File: config.mk
export PLATFORM = sky130hd
export DESIGN_NAME = bso_eval
export DESIGN_NICKNAME = d
export VERILOG_FILES = /design/src/core/bso_pkg.sv /design/src/core/bso_beam_filter.sv /design/src/core/bso_time_func.sv /design/src/core/bso_eval.sv
export VERILOG_INCLUDE_DIRS = /design/src /design/src/core
export SDC_FILE = /design/constraint.sdc
export NUM_CORES = 1
export LEC_CHECK = 0
export ABC_AREA = 1
export BUFFER_PORTS_ARGS = -buffer_cell sky130_fd_sc_hd__buf_2
export CORE_ASPECT_RATIO = 1.25
export CORE_UTILIZATION = 60
export CTS_CLUSTER_DIAMETER = 120
export DETAILED_ROUTE_END_ITERATION = 6
export MAX_ROUTING_LAYER = met4
export PLACE_DENSITY = 0.79
export REMOVE_ABC_BUFFERS = 1
export SLEW_MARGIN = 15
export SYNTH_ARGS = -nofsm -noshare
export SYNTH_HDL_FRONTEND = slang
export SYNTH_SLANG_ARGS = --single-unit
File: constraint.sdc
create_clock -name clock_i -period 13.94 [get_ports clock_i]
set_input_delay 0.697 -clock clock_i [delete_from_list [all_inputs] [get_ports clock_i]]
set_output_delay 0.697 -clock clock_i [all_outputs]
set_load 0.005 [all_outputs]
File: src/core/bso_defs.svh
// Constants of the beam switching output evaluation
`ifndef BSO_DEFS_SVH
`define BSO_DEFS_SVH
`define BSO_NUM_BEAMS 32
`define BSO_BEAM_W 5
`define BSO_CNT_W 6
`define BSO_NUM_AREAS 4
`define BSO_AREA_W 2
`define BSO_DEPTH_W 4
`define BSO_TIME_W 16
`define BSO_TIME_MAX_MS 16'hFDE8
`define BSO_CLK_PERIOD_NS 40
`define BSO_MS_NS 1000000
`define BSO_MS_CYCLES (`BSO_MS_NS / `BSO_CLK_PERIOD_NS)
`define BSO_FIRST_BEAM 5'h00
`define BSO_LAST_BEAM 5'h1F
`define BSO_OUT_IDLE 4'hF
`endif

File: src/core/bso_pkg.sv
// Types of the beam switching output evaluation
`include "bso_defs.svh"
package bso_pkg;
  typedef enum logic [2:0] {
    BSO_TF_NONE = 3'b000,
    BSO_TF_STARTUP = 3'b001,
    BSO_TF_SWOFF = 3'b010,
    BSO_TF_STRETCH = 3'b011,
    BSO_TF_SUPPRESS = 3'b100
  } bso_tfunc_e;
  typedef struct packed {
    logic dark;
    bso_tfunc_e tfunc;
    logic [`BSO_TIME_W-1:0] time_ms;
    logic [`BSO_AREA_W-1:0] area;
  } bso_out_cfg_s;
  typedef struct packed {
    logic valid;
    logic [`BSO_BEAM_W-1:0] lo;
    logic [`BSO_BEAM_W-1:0] hi;
  } bso_area_s;
endpackage : bso_pkg

File: src/core/bso_beam_filter.sv
// Per-beam stability filter over measurement cycles
`timescale 1ns/10ps
`default_nettype none
`include "bso_defs.svh"
module bso_beam_filter (
  input wire logic clock_i,
  input wire logic resetn_i,
  input wire logic meas_tick_i,
  input wire logic [`BSO_NUM_BEAMS-1:0] raw_i,
  input wire logic [`BSO_DEPTH_W-1:0] depth_i,
  output logic [`BSO_NUM_BEAMS-1:0] filt_o
);
  logic [`BSO_NUM_BEAMS-1:0] last_reg;
  logic [`BSO_DEPTH_W-1:0] cnt0;

  always_ff @(posedge clock_i) begin
    if (!resetn_i) begin
      last_reg <= '0;
    end else if (meas_tick_i) begin
      last_reg <= raw_i;
    end
  end

  genvar g;
  generate
    for (g = 0; g < `BSO_NUM_BEAMS; g++) begin : g_beam
      logic [`BSO_DEPTH_W-1:0] cnt_reg;
      logic [`BSO_DEPTH_W-1:0] cnt_next;
      // Counts equal samples, restarting on any raw change
      assign cnt_next = (raw_i[g] != last_reg[g]) ? 4'h1 :
                        (&cnt_reg) ? cnt_reg : cnt_reg + 4'h1;
      always_ff @(posedge clock_i) begin
        if (!resetn_i) begin
          cnt_reg <= '0;
          filt_o[g] <= 1'b0;
        end else if (meas_tick_i) begin
          cnt_reg <= cnt_next;
          if (cnt_next >= depth_i) begin
            filt_o[g] <= raw_i[g];
          end
        end
      end
    end
  endgenerate
  assign cnt0 = g_beam[0].cnt_reg;
endmodule : bso_beam_filter
`default_nettype wire

File: src/core/bso_time_func.sv
// Time function of one switching output
`timescale 1ns/10ps
`default_nettype none
`include "bso_defs.svh"
module bso_time_func (
  input wire logic clock_i,
  input wire logic resetn_i,
  input wire logic ms_tick_i,
  input wire logic meas_tick_i,
  input wire logic det_i,
  input wire bso_pkg::bso_tfunc_e mode_i,
  input wire logic [`BSO_TIME_W-1:0] time_i,
  output logic q_o
);
  logic det_reg;
  logic [`BSO_TIME_W-1:0] tmr_reg;
  logic [`BSO_TIME_W-1:0] load;
  logic chg;
  logic hold;

  assign load = (time_i > `BSO_TIME_MAX_MS) ? `BSO_TIME_MAX_MS : time_i;
  assign chg = det_i != det_reg;

  // Which direction of change is held back by the timer
  always_comb begin
    unique case (mode_i)
      bso_pkg::BSO_TF_STARTUP: hold = det_i & ~q_o;
      bso_pkg::BSO_TF_SWOFF: hold = ~det_i & q_o;
      bso_pkg::BSO_TF_SUPPRESS: hold = det_i != q_o;
      bso_pkg::BSO_TF_NONE: hold = 1'b0;
      bso_pkg::BSO_TF_STRETCH: hold = 1'b0;
      default: hold = 1'b0;
    endcase
  end

  always_ff @(posedge clock_i) begin
    if (!resetn_i) begin
      det_reg <= 1'b0;
    end else if (meas_tick_i) begin
      det_reg <= det_i;
    end
  end

  // Timer runs in ms, decisions only at measurement cycles
  always_ff @(posedge clock_i) begin
    if (!resetn_i) begin
      tmr_reg <= '0;
      q_o <= 1'b0;
    end else begin
      if (ms_tick_i && tmr_reg != '0) begin
        tmr_reg <= tmr_reg - 16'h0001;
      end
      if (meas_tick_i) begin
        if (mode_i == bso_pkg::BSO_TF_STRETCH) begin
          if (tmr_reg == '0 && det_i != q_o) begin
            q_o <= det_i;
            tmr_reg <= load;
          end
        end else if (hold) begin
          if (chg) begin
            tmr_reg <= load;
            if (load == '0) begin
              q_o <= det_i;
            end
          end else if (tmr_reg == '0) begin
            q_o <= det_i;
          end
        end else begin
          q_o <= det_i;
        end
      end
    end
  end
endmodule : bso_time_func
`default_nettype wire

File: src/core/bso_eval.sv
// Beam evaluation, height areas and switching outputs
//
// What this block does
// - Up to four taught height areas, each mappable to an output.
// - Teaching with an object at one end takes all free beams beyond it as one area.
// - Teaching with all beams free takes the whole beam range.
// - Taught height areas combine their blocked beams with OR, their free beams in hole mode.
// - Panel-started teaching assigns the output pins to areas itself.
// - Default light switching: output active while all paths free.
// - Dark switching inverts it: output active on detection.
// - Each output gets one time function of four, or none.
// - Start-up delay 0 to 65000 ms, restarted on re-trigger.
// - Switch-off delay 0 to 65000 ms after object leaves, re-triggered.
// - Pulse stretching holds any new output state for the set time.
// - Pulse suppression switches only after a condition lasts set time.
// - Time functions are judged once per measurement cycle.
// - A changed beam passes on only after filter depth equal cycles.
// - Filter depth one forwards raw beams every cycle.
// - Filter depth three forwards only states stable three cycles.
// - Hole mode: a free beam inside an all-blocked area switches.
// - Area bounds may track first and last blocked beams live.
// - Count of all blocked beams of the current cycle.
// - OR area bit is 1 with any blocked beam inside the area, else 0.
`timescale 1ns/10ps
`default_nettype none
`include "bso_defs.svh"
module bso_eval #(
  parameter int MS_DIV = `BSO_MS_CYCLES
) (
  input wire logic clock_i,
  input wire logic resetn_i,
  input wire logic meas_tick_i,
  input wire logic [`BSO_NUM_BEAMS-1:0] beams_raw_i,
  input wire logic [`BSO_DEPTH_W-1:0] filt_depth_i,
  input wire logic teach_i,
  input wire logic [`BSO_AREA_W-1:0] teach_area_i,
  input wire logic teach_panel_i,
  input wire logic [`BSO_NUM_AREAS-1:0] hole_mode_i,
  input wire logic [`BSO_NUM_AREAS-1:0] track_i,
  input wire logic map_load_i,
  input wire bso_pkg::bso_out_cfg_s [`BSO_NUM_AREAS-1:0] out_cfg_i,
  output logic switch_out_first_o,
  output logic switch_out_second_o,
  output logic switch_out_third_o,
  output logic switch_out_fourth_o,
  output logic [`BSO_BEAM_W-1:0] first_blocked_beam_o,
  output logic [`BSO_BEAM_W-1:0] last_blocked_beam_o,
  output logic [`BSO_CNT_W-1:0] blocked_beam_count_o,
  output logic any_blocked_o,
  output logic [`BSO_NUM_AREAS-1:0] area_valid_o,
  output logic teach_done_o,
  output logic teach_error_o
);

  // ---------------------------------------------------------------
  // Millisecond enable
  // ---------------------------------------------------------------
  logic [14:0] ms_cnt_reg;
  logic ms_tick_reg;

  always_ff @(posedge clock_i) begin
    if (!resetn_i) begin
      ms_cnt_reg <= '0;
      ms_tick_reg <= 1'b0;
    end else if (ms_cnt_reg == 15'(MS_DIV - 1)) begin
      ms_cnt_reg <= '0;
      ms_tick_reg <= 1'b1;
    end else begin
      ms_cnt_reg <= ms_cnt_reg + 15'h0001;
      ms_tick_reg <= 1'b0;
    end
  end

  // ---------------------------------------------------------------
  // Beam filter
  // ---------------------------------------------------------------
  logic [`BSO_NUM_BEAMS-1:0] beams_filt;

  bso_beam_filter u_filter (
    .clock_i(clock_i),
    .resetn_i(resetn_i),
    .meas_tick_i(meas_tick_i),
    .raw_i(beams_raw_i),
    .depth_i(filt_depth_i),
    .filt_o(beams_filt)
  );

  // ---------------------------------------------------------------
  // First, last and count of blocked beams
  // ---------------------------------------------------------------
  logic [`BSO_BEAM_W-1:0] fib_c;
  logic [`BSO_BEAM_W-1:0] lib_c;
  logic [`BSO_CNT_W-1:0] cnt_c;
  logic any_c;

  always_comb begin
    fib_c = `BSO_FIRST_BEAM;
    lib_c = `BSO_FIRST_BEAM;
    cnt_c = '0;
    for (int i = `BSO_NUM_BEAMS - 1; i >= 0; i--) begin
      if (beams_filt[i]) begin
        fib_c = 5'(i);
      end
    end
    for (int i = 0; i < `BSO_NUM_BEAMS; i++) begin
      if (beams_filt[i]) begin
        lib_c = 5'(i);
      end
      cnt_c = cnt_c + {5'h00, beams_filt[i]};
    end
    any_c = |beams_filt;
  end

  always_ff @(posedge clock_i) begin
    if (!resetn_i) begin
      first_blocked_beam_o <= '0;
      last_blocked_beam_o <= '0;
      blocked_beam_count_o <= '0;
      any_blocked_o <= 1'b0;
    end else begin
      first_blocked_beam_o <= fib_c;
      last_blocked_beam_o <= lib_c;
      blocked_beam_count_o <= cnt_c;
      any_blocked_o <= any_c;
    end
  end

  // ---------------------------------------------------------------
  // Height area teaching
  // ---------------------------------------------------------------
  bso_pkg::bso_area_s area_reg [`BSO_NUM_AREAS];
  bso_pkg::bso_area_s taught_c;
  logic teach_ok_c;
  logic [`BSO_AREA_W-1:0] map_reg [`BSO_NUM_AREAS];

  always_comb begin
    taught_c.valid = 1'b1;
    taught_c.lo = `BSO_FIRST_BEAM;
    taught_c.hi = `BSO_LAST_BEAM;
    teach_ok_c = 1'b1;
    if (!any_c) begin
      teach_ok_c = 1'b1;
    end else if (beams_filt[0] && lib_c != `BSO_LAST_BEAM) begin
      taught_c.lo = lib_c + 5'h01;
    end else if (beams_filt[`BSO_NUM_BEAMS-1] && fib_c != `BSO_FIRST_BEAM) begin
      taught_c.hi = fib_c - 5'h01;
    end else begin
      teach_ok_c = 1'b0;
    end
  end

  always_ff @(posedge clock_i) begin
    if (!resetn_i) begin
      for (int a = 0; a < `BSO_NUM_AREAS; a++) begin
        area_reg[a] <= '0;
      end
      teach_done_o <= 1'b0;
      teach_error_o <= 1'b0;
    end else begin
      teach_done_o <= teach_i && teach_ok_c;
      teach_error_o <= teach_i && !teach_ok_c;
      if (teach_i && teach_ok_c) begin
        area_reg[teach_area_i] <= taught_c;
      end
    end
  end

  always_ff @(posedge clock_i) begin
    if (!resetn_i) begin
      for (int a = 0; a < `BSO_NUM_AREAS; a++) begin
        map_reg[a] <= 2'(a);
      end
    end else if (teach_i && teach_panel_i && teach_ok_c) begin
      map_reg[teach_area_i] <= teach_area_i;
    end else if (map_load_i) begin
      for (int a = 0; a < `BSO_NUM_AREAS; a++) begin
        map_reg[a] <= out_cfg_i[a].area;
      end
    end
  end

  // ---------------------------------------------------------------
  // Area states
  // ---------------------------------------------------------------
  logic [`BSO_NUM_AREAS-1:0] area_det;

  genvar ga;
  generate
    for (ga = 0; ga < `BSO_NUM_AREAS; ga++) begin : g_area
      logic en;
      logic [`BSO_BEAM_W-1:0] lo;
      logic [`BSO_BEAM_W-1:0] hi;
      logic [`BSO_NUM_BEAMS-1:0] mask;
      assign en = track_i[ga] ? any_blocked_o : area_reg[ga].valid;
      assign lo = track_i[ga] ? first_blocked_beam_o : area_reg[ga].lo;
      assign hi = track_i[ga] ? last_blocked_beam_o : area_reg[ga].hi;
      always_comb begin
        mask = '0;
        for (int b = 0; b < `BSO_NUM_BEAMS; b++) begin
          mask[b] = en && 5'(b) >= lo && 5'(b) <= hi;
        end
      end
      // OR of blocked beams, or of free beams when looking for holes
      assign area_det[ga] = hole_mode_i[ga] ? |(mask & ~beams_filt)
                                            : |(mask & beams_filt);
      assign area_valid_o[ga] = area_reg[ga].valid;
    end
  endgenerate

  // ---------------------------------------------------------------
  // Time functions and switching outputs
  // ---------------------------------------------------------------
  logic [`BSO_NUM_AREAS-1:0] det_sel;
  logic [`BSO_NUM_AREAS-1:0] tf_q;
  logic [`BSO_NUM_AREAS-1:0] sw_reg;

  genvar go;
  generate
    for (go = 0; go < `BSO_NUM_AREAS; go++) begin : g_out
      assign det_sel[go] = area_det[map_reg[go]];
      bso_time_func u_tf (
        .clock_i(clock_i),
        .resetn_i(resetn_i),
        .ms_tick_i(ms_tick_reg),
        .meas_tick_i(meas_tick_i),
        .det_i(det_sel[go]),
        .mode_i(out_cfg_i[go].tfunc),
        .time_i(out_cfg_i[go].time_ms),
        .q_o(tf_q[go])
      );
    end
  endgenerate

  always_ff @(posedge clock_i) begin
    if (!resetn_i) begin
      sw_reg <= `BSO_OUT_IDLE;
    end else begin
      for (int k = 0; k < `BSO_NUM_AREAS; k++) begin
        // Light switching is active while free
        sw_reg[k] <= out_cfg_i[k].dark ? tf_q[k] : ~tf_q[k];
      end
    end
  end

  assign switch_out_first_o = sw_reg[0];
  assign switch_out_second_o = sw_reg[1];
  assign switch_out_third_o = sw_reg[2];
  assign switch_out_fourth_o = sw_reg[3];
endmodule : bso_eval
`default_nettype wire

==> flow_summary.json <==
{
  "cp-end-kind": "register",
  "synthesis.area_um2": 28430,
  "crit_type": "register to register",
  "clock_path_buffers": 3,
  "max-slew-margin-rel": 0.3435,
  "worst-path-buf-inv": 4,
  "grtUsageTotal": 0.3972,
  "portBuffers": 166,
  "drtIter0Drc": 2436,
  "outcome": "finished with violations",
  "synth_cell_types": 66,
  "drv_cap": 0,
  "postCtsHoldBufs": 0,
  "synth_cells": 4257,
  "fillerInstances": 4260,
  "required_ns": 14.17,
  "clk_latency_ns": 0.59,
  "drive_gt1_frac": 0.09031,
  "netlist.area_leader.share": 0.2134,
  "synth-main-ff-cell": "dfxtp_1",
  "final_common_cell": "nand2_1",
  "start_util": 0.6118,
  "maxSlewViolCount": 0,
  "max_slew.worst_pin.slew_ns": 0.9827,
  "die_x_um": 196.7,
  "synth-edff-count": 52,
  "cp.arrival_ns": 6.44,
  "core_um2": 46460,
  "fin_crit_ns": 6.215,
  "synthTopCellsByArea": "dfxtp_1 21%, nand2_1 10%, ha_1 8.2%",
  "p_leak_nw": 14.34,
  "clkSinkCount": 355,
  "ys_warn_count": 0,
  "path_delay_family": "simple AND/OR/NAND/NOR gates",
  "crit_path_max_fanout": 11,
  "place_congestion": 1.072,
  "wl_per_cell_um": 18.81,
  "slowest_stage": "dfxtp_1",
  "dpl.hpwl_um": 67870,
  "violations": "DRC",
  "post_drt_via_cell_ratio": 6.029,
  "rows": 88,
  "io_pins": 167,
  "holdWs_ns": 0.3091,
  "ant_nets": 0,
  "post_cts_resized": 0,
  "ys_seq_area_frac": 0.2683,
  "ys_ff_latch": 355,
  "grt_first_pass_wirelength_um": 147400,
  "critical-path-max-stage-delay_ns": 0.51,
  "ys_async_sr_fraction": 0,
  "postCtsSetupRepairBufs": 0,
  "antenna_found_initial": 3,
  "cts_root_buf": "clkbuf_16",
  "hold_class": "primary input to register",
  "post-route-period-util": 0.4458,
  "crit_path_start_kind": "register",
  "nets": 4705,
  "drtPass1Iterations": 7,
  "die_h_um": 245.4,
  "mostFrequentLayoutCells": "760 x nand2_1, 606 x inv_1, 438 x nor2_1, 323 x o21ai_0, 322 x a21oi_1",
  "cp_common_cell": "nand2_1",
  "dpl_cell_area_um2": 29600,
  "fin_skew_ns": 0.02255,
  "max_freq_ghz": 0.1609,
  "hold_viol": 0,
  "tns_ns": 0,
  "grt_start_max_net_pins": 95,
  "cts_tree": "done",
  "powerDensity_nw_per_um2": 113.2,
  "finalWirelength_um": 94380,
  "h-tree-depth": 2,
  "largest_reg_flops": 124,
  "grt_pass1_vias": 28130,
  "cts_buffers": 41,
  "ir_worst_vdd_mv": 0.09776,
  "setup_viol": 0,
  "grt_overflow_total": 0,
  "drc": 1,
  "die_area_um2": 48260,
  "grt_setup_unrepaired": "false",
  "area_delta_synth_final_pct": 9.137,
  "postLayoutCellArea_um2": 31030,
  "syn_area_per_cell_um2": 6.678,
  "num_vias": 30260,
  "clk_pin_slew_worst_paths_ns": 0.06,
  "synth_top_area_cell": "dfxtp_1"
}
-- final timing paths --
check / from / end / slack [ns] / cells past startpoint
max: u_filter.filt_o[1] / area_reg[2][4] / 7.73 / 41
min: out_cfg_i[87] / sw_reg[3] / 0.31 / 2
max reg2reg: u_filter.filt_o[1] / area_reg[2][4] / 7.73 / 41
min reg2reg: ms_cnt_reg[0] / ms_cnt_reg[0] / 0.45 / 1
-- cells by family (layout without fill, tap and decap cells) --
group                      Yosys count  count (layout)  share of synthesized area
AOI/OAI and AO/OA                 1146            1146                     0.2433
xor gates and xnor gates            85              85                    0.02619
adders and majority gates          210             210                    0.09876
buffers and inverters              786             914                     0.1084
DFF                                355             355                     0.2683
other                                0               3                          0
and+or+nand+nor                   1675            1675                     0.2551
-- where the power goes --
group	switching (W)	leakage, nW	total [W]	internal, W
clock network	0.000481	0.693	0.00116	0.000676
registers	0.0000865	3.03	0.00121	0.00112
logic	0.000776	10.6	0.00115	0.000372
total	0.00134	14.3	0.00351	0.00217
-- per-stage QoR --
stage / total power [W] / utilization / instances / worst slack, ns
after floorplan: 0.001967 / - / 4125 / 7.972
after global placement: 0.002325 / 0.6371 / 4942 / 8.165
after detailed placement: 0.002333 / 0.6371 / 4942 / 7.948
after CTS: 0.003488 / 0.6676 / 5015 / 7.927
after global routing: 0.003695 / 0.6677 / 5018 / 7.207
final: 0.003511 / 0.6677 / 5018 / 7.725
-- cells in the mapped netlist, drive strengths merged, types with 71 or more instances --
master	instances
nand3	199
ha	186
o21ai	406
nand2	785
inv	637
dfxtp	303
o21a	71
clkbuf	98
xor2	75
a21oi	325
nor2	462
nor3	86
-- routing by layer --
layer,track usage,wire (um)
met1,0.4598,36610
met2,0.6643,44530
met3,0.05774,7666
met4,0.2125,5567
met5,-,0
-- worst reg2reg max path, delay by kind of cell, from the launching register on --
kind / cells / cell delay [ns]
AO/OA/AOI/OAI: 3 / 0.50
adder cells (fa/ha/maj): 2 / 0.31
buffers and inverters: 4 / 0.80
flip-flops: 1 / 0.51
AND/OR/NAND/NOR: 32 / 3.76
-- layout make-up --
| class | count | area, um^2 | share of cell area |
|---|---|---|---|
| multi-input cells | 3116 | 17720 | 0.5712 |
| flip-flops and latches | 355 | 7627 | 0.2458 |
| inverters | 654 | 2467 | 0.07953 |
| clock buffers | 57 | 1187 | 0.03827 |
| repair buffers | 187 | 997.2 | 0.03214 |
| well taps | 630 | 788.3 | 0.02541 |
| clock inverters | 16 | 230.2 | 0.007420 |
| diodes | 3 | 7.507 | 0.0002420 |
No activity file was read; power rests on OpenSTA's default activity.
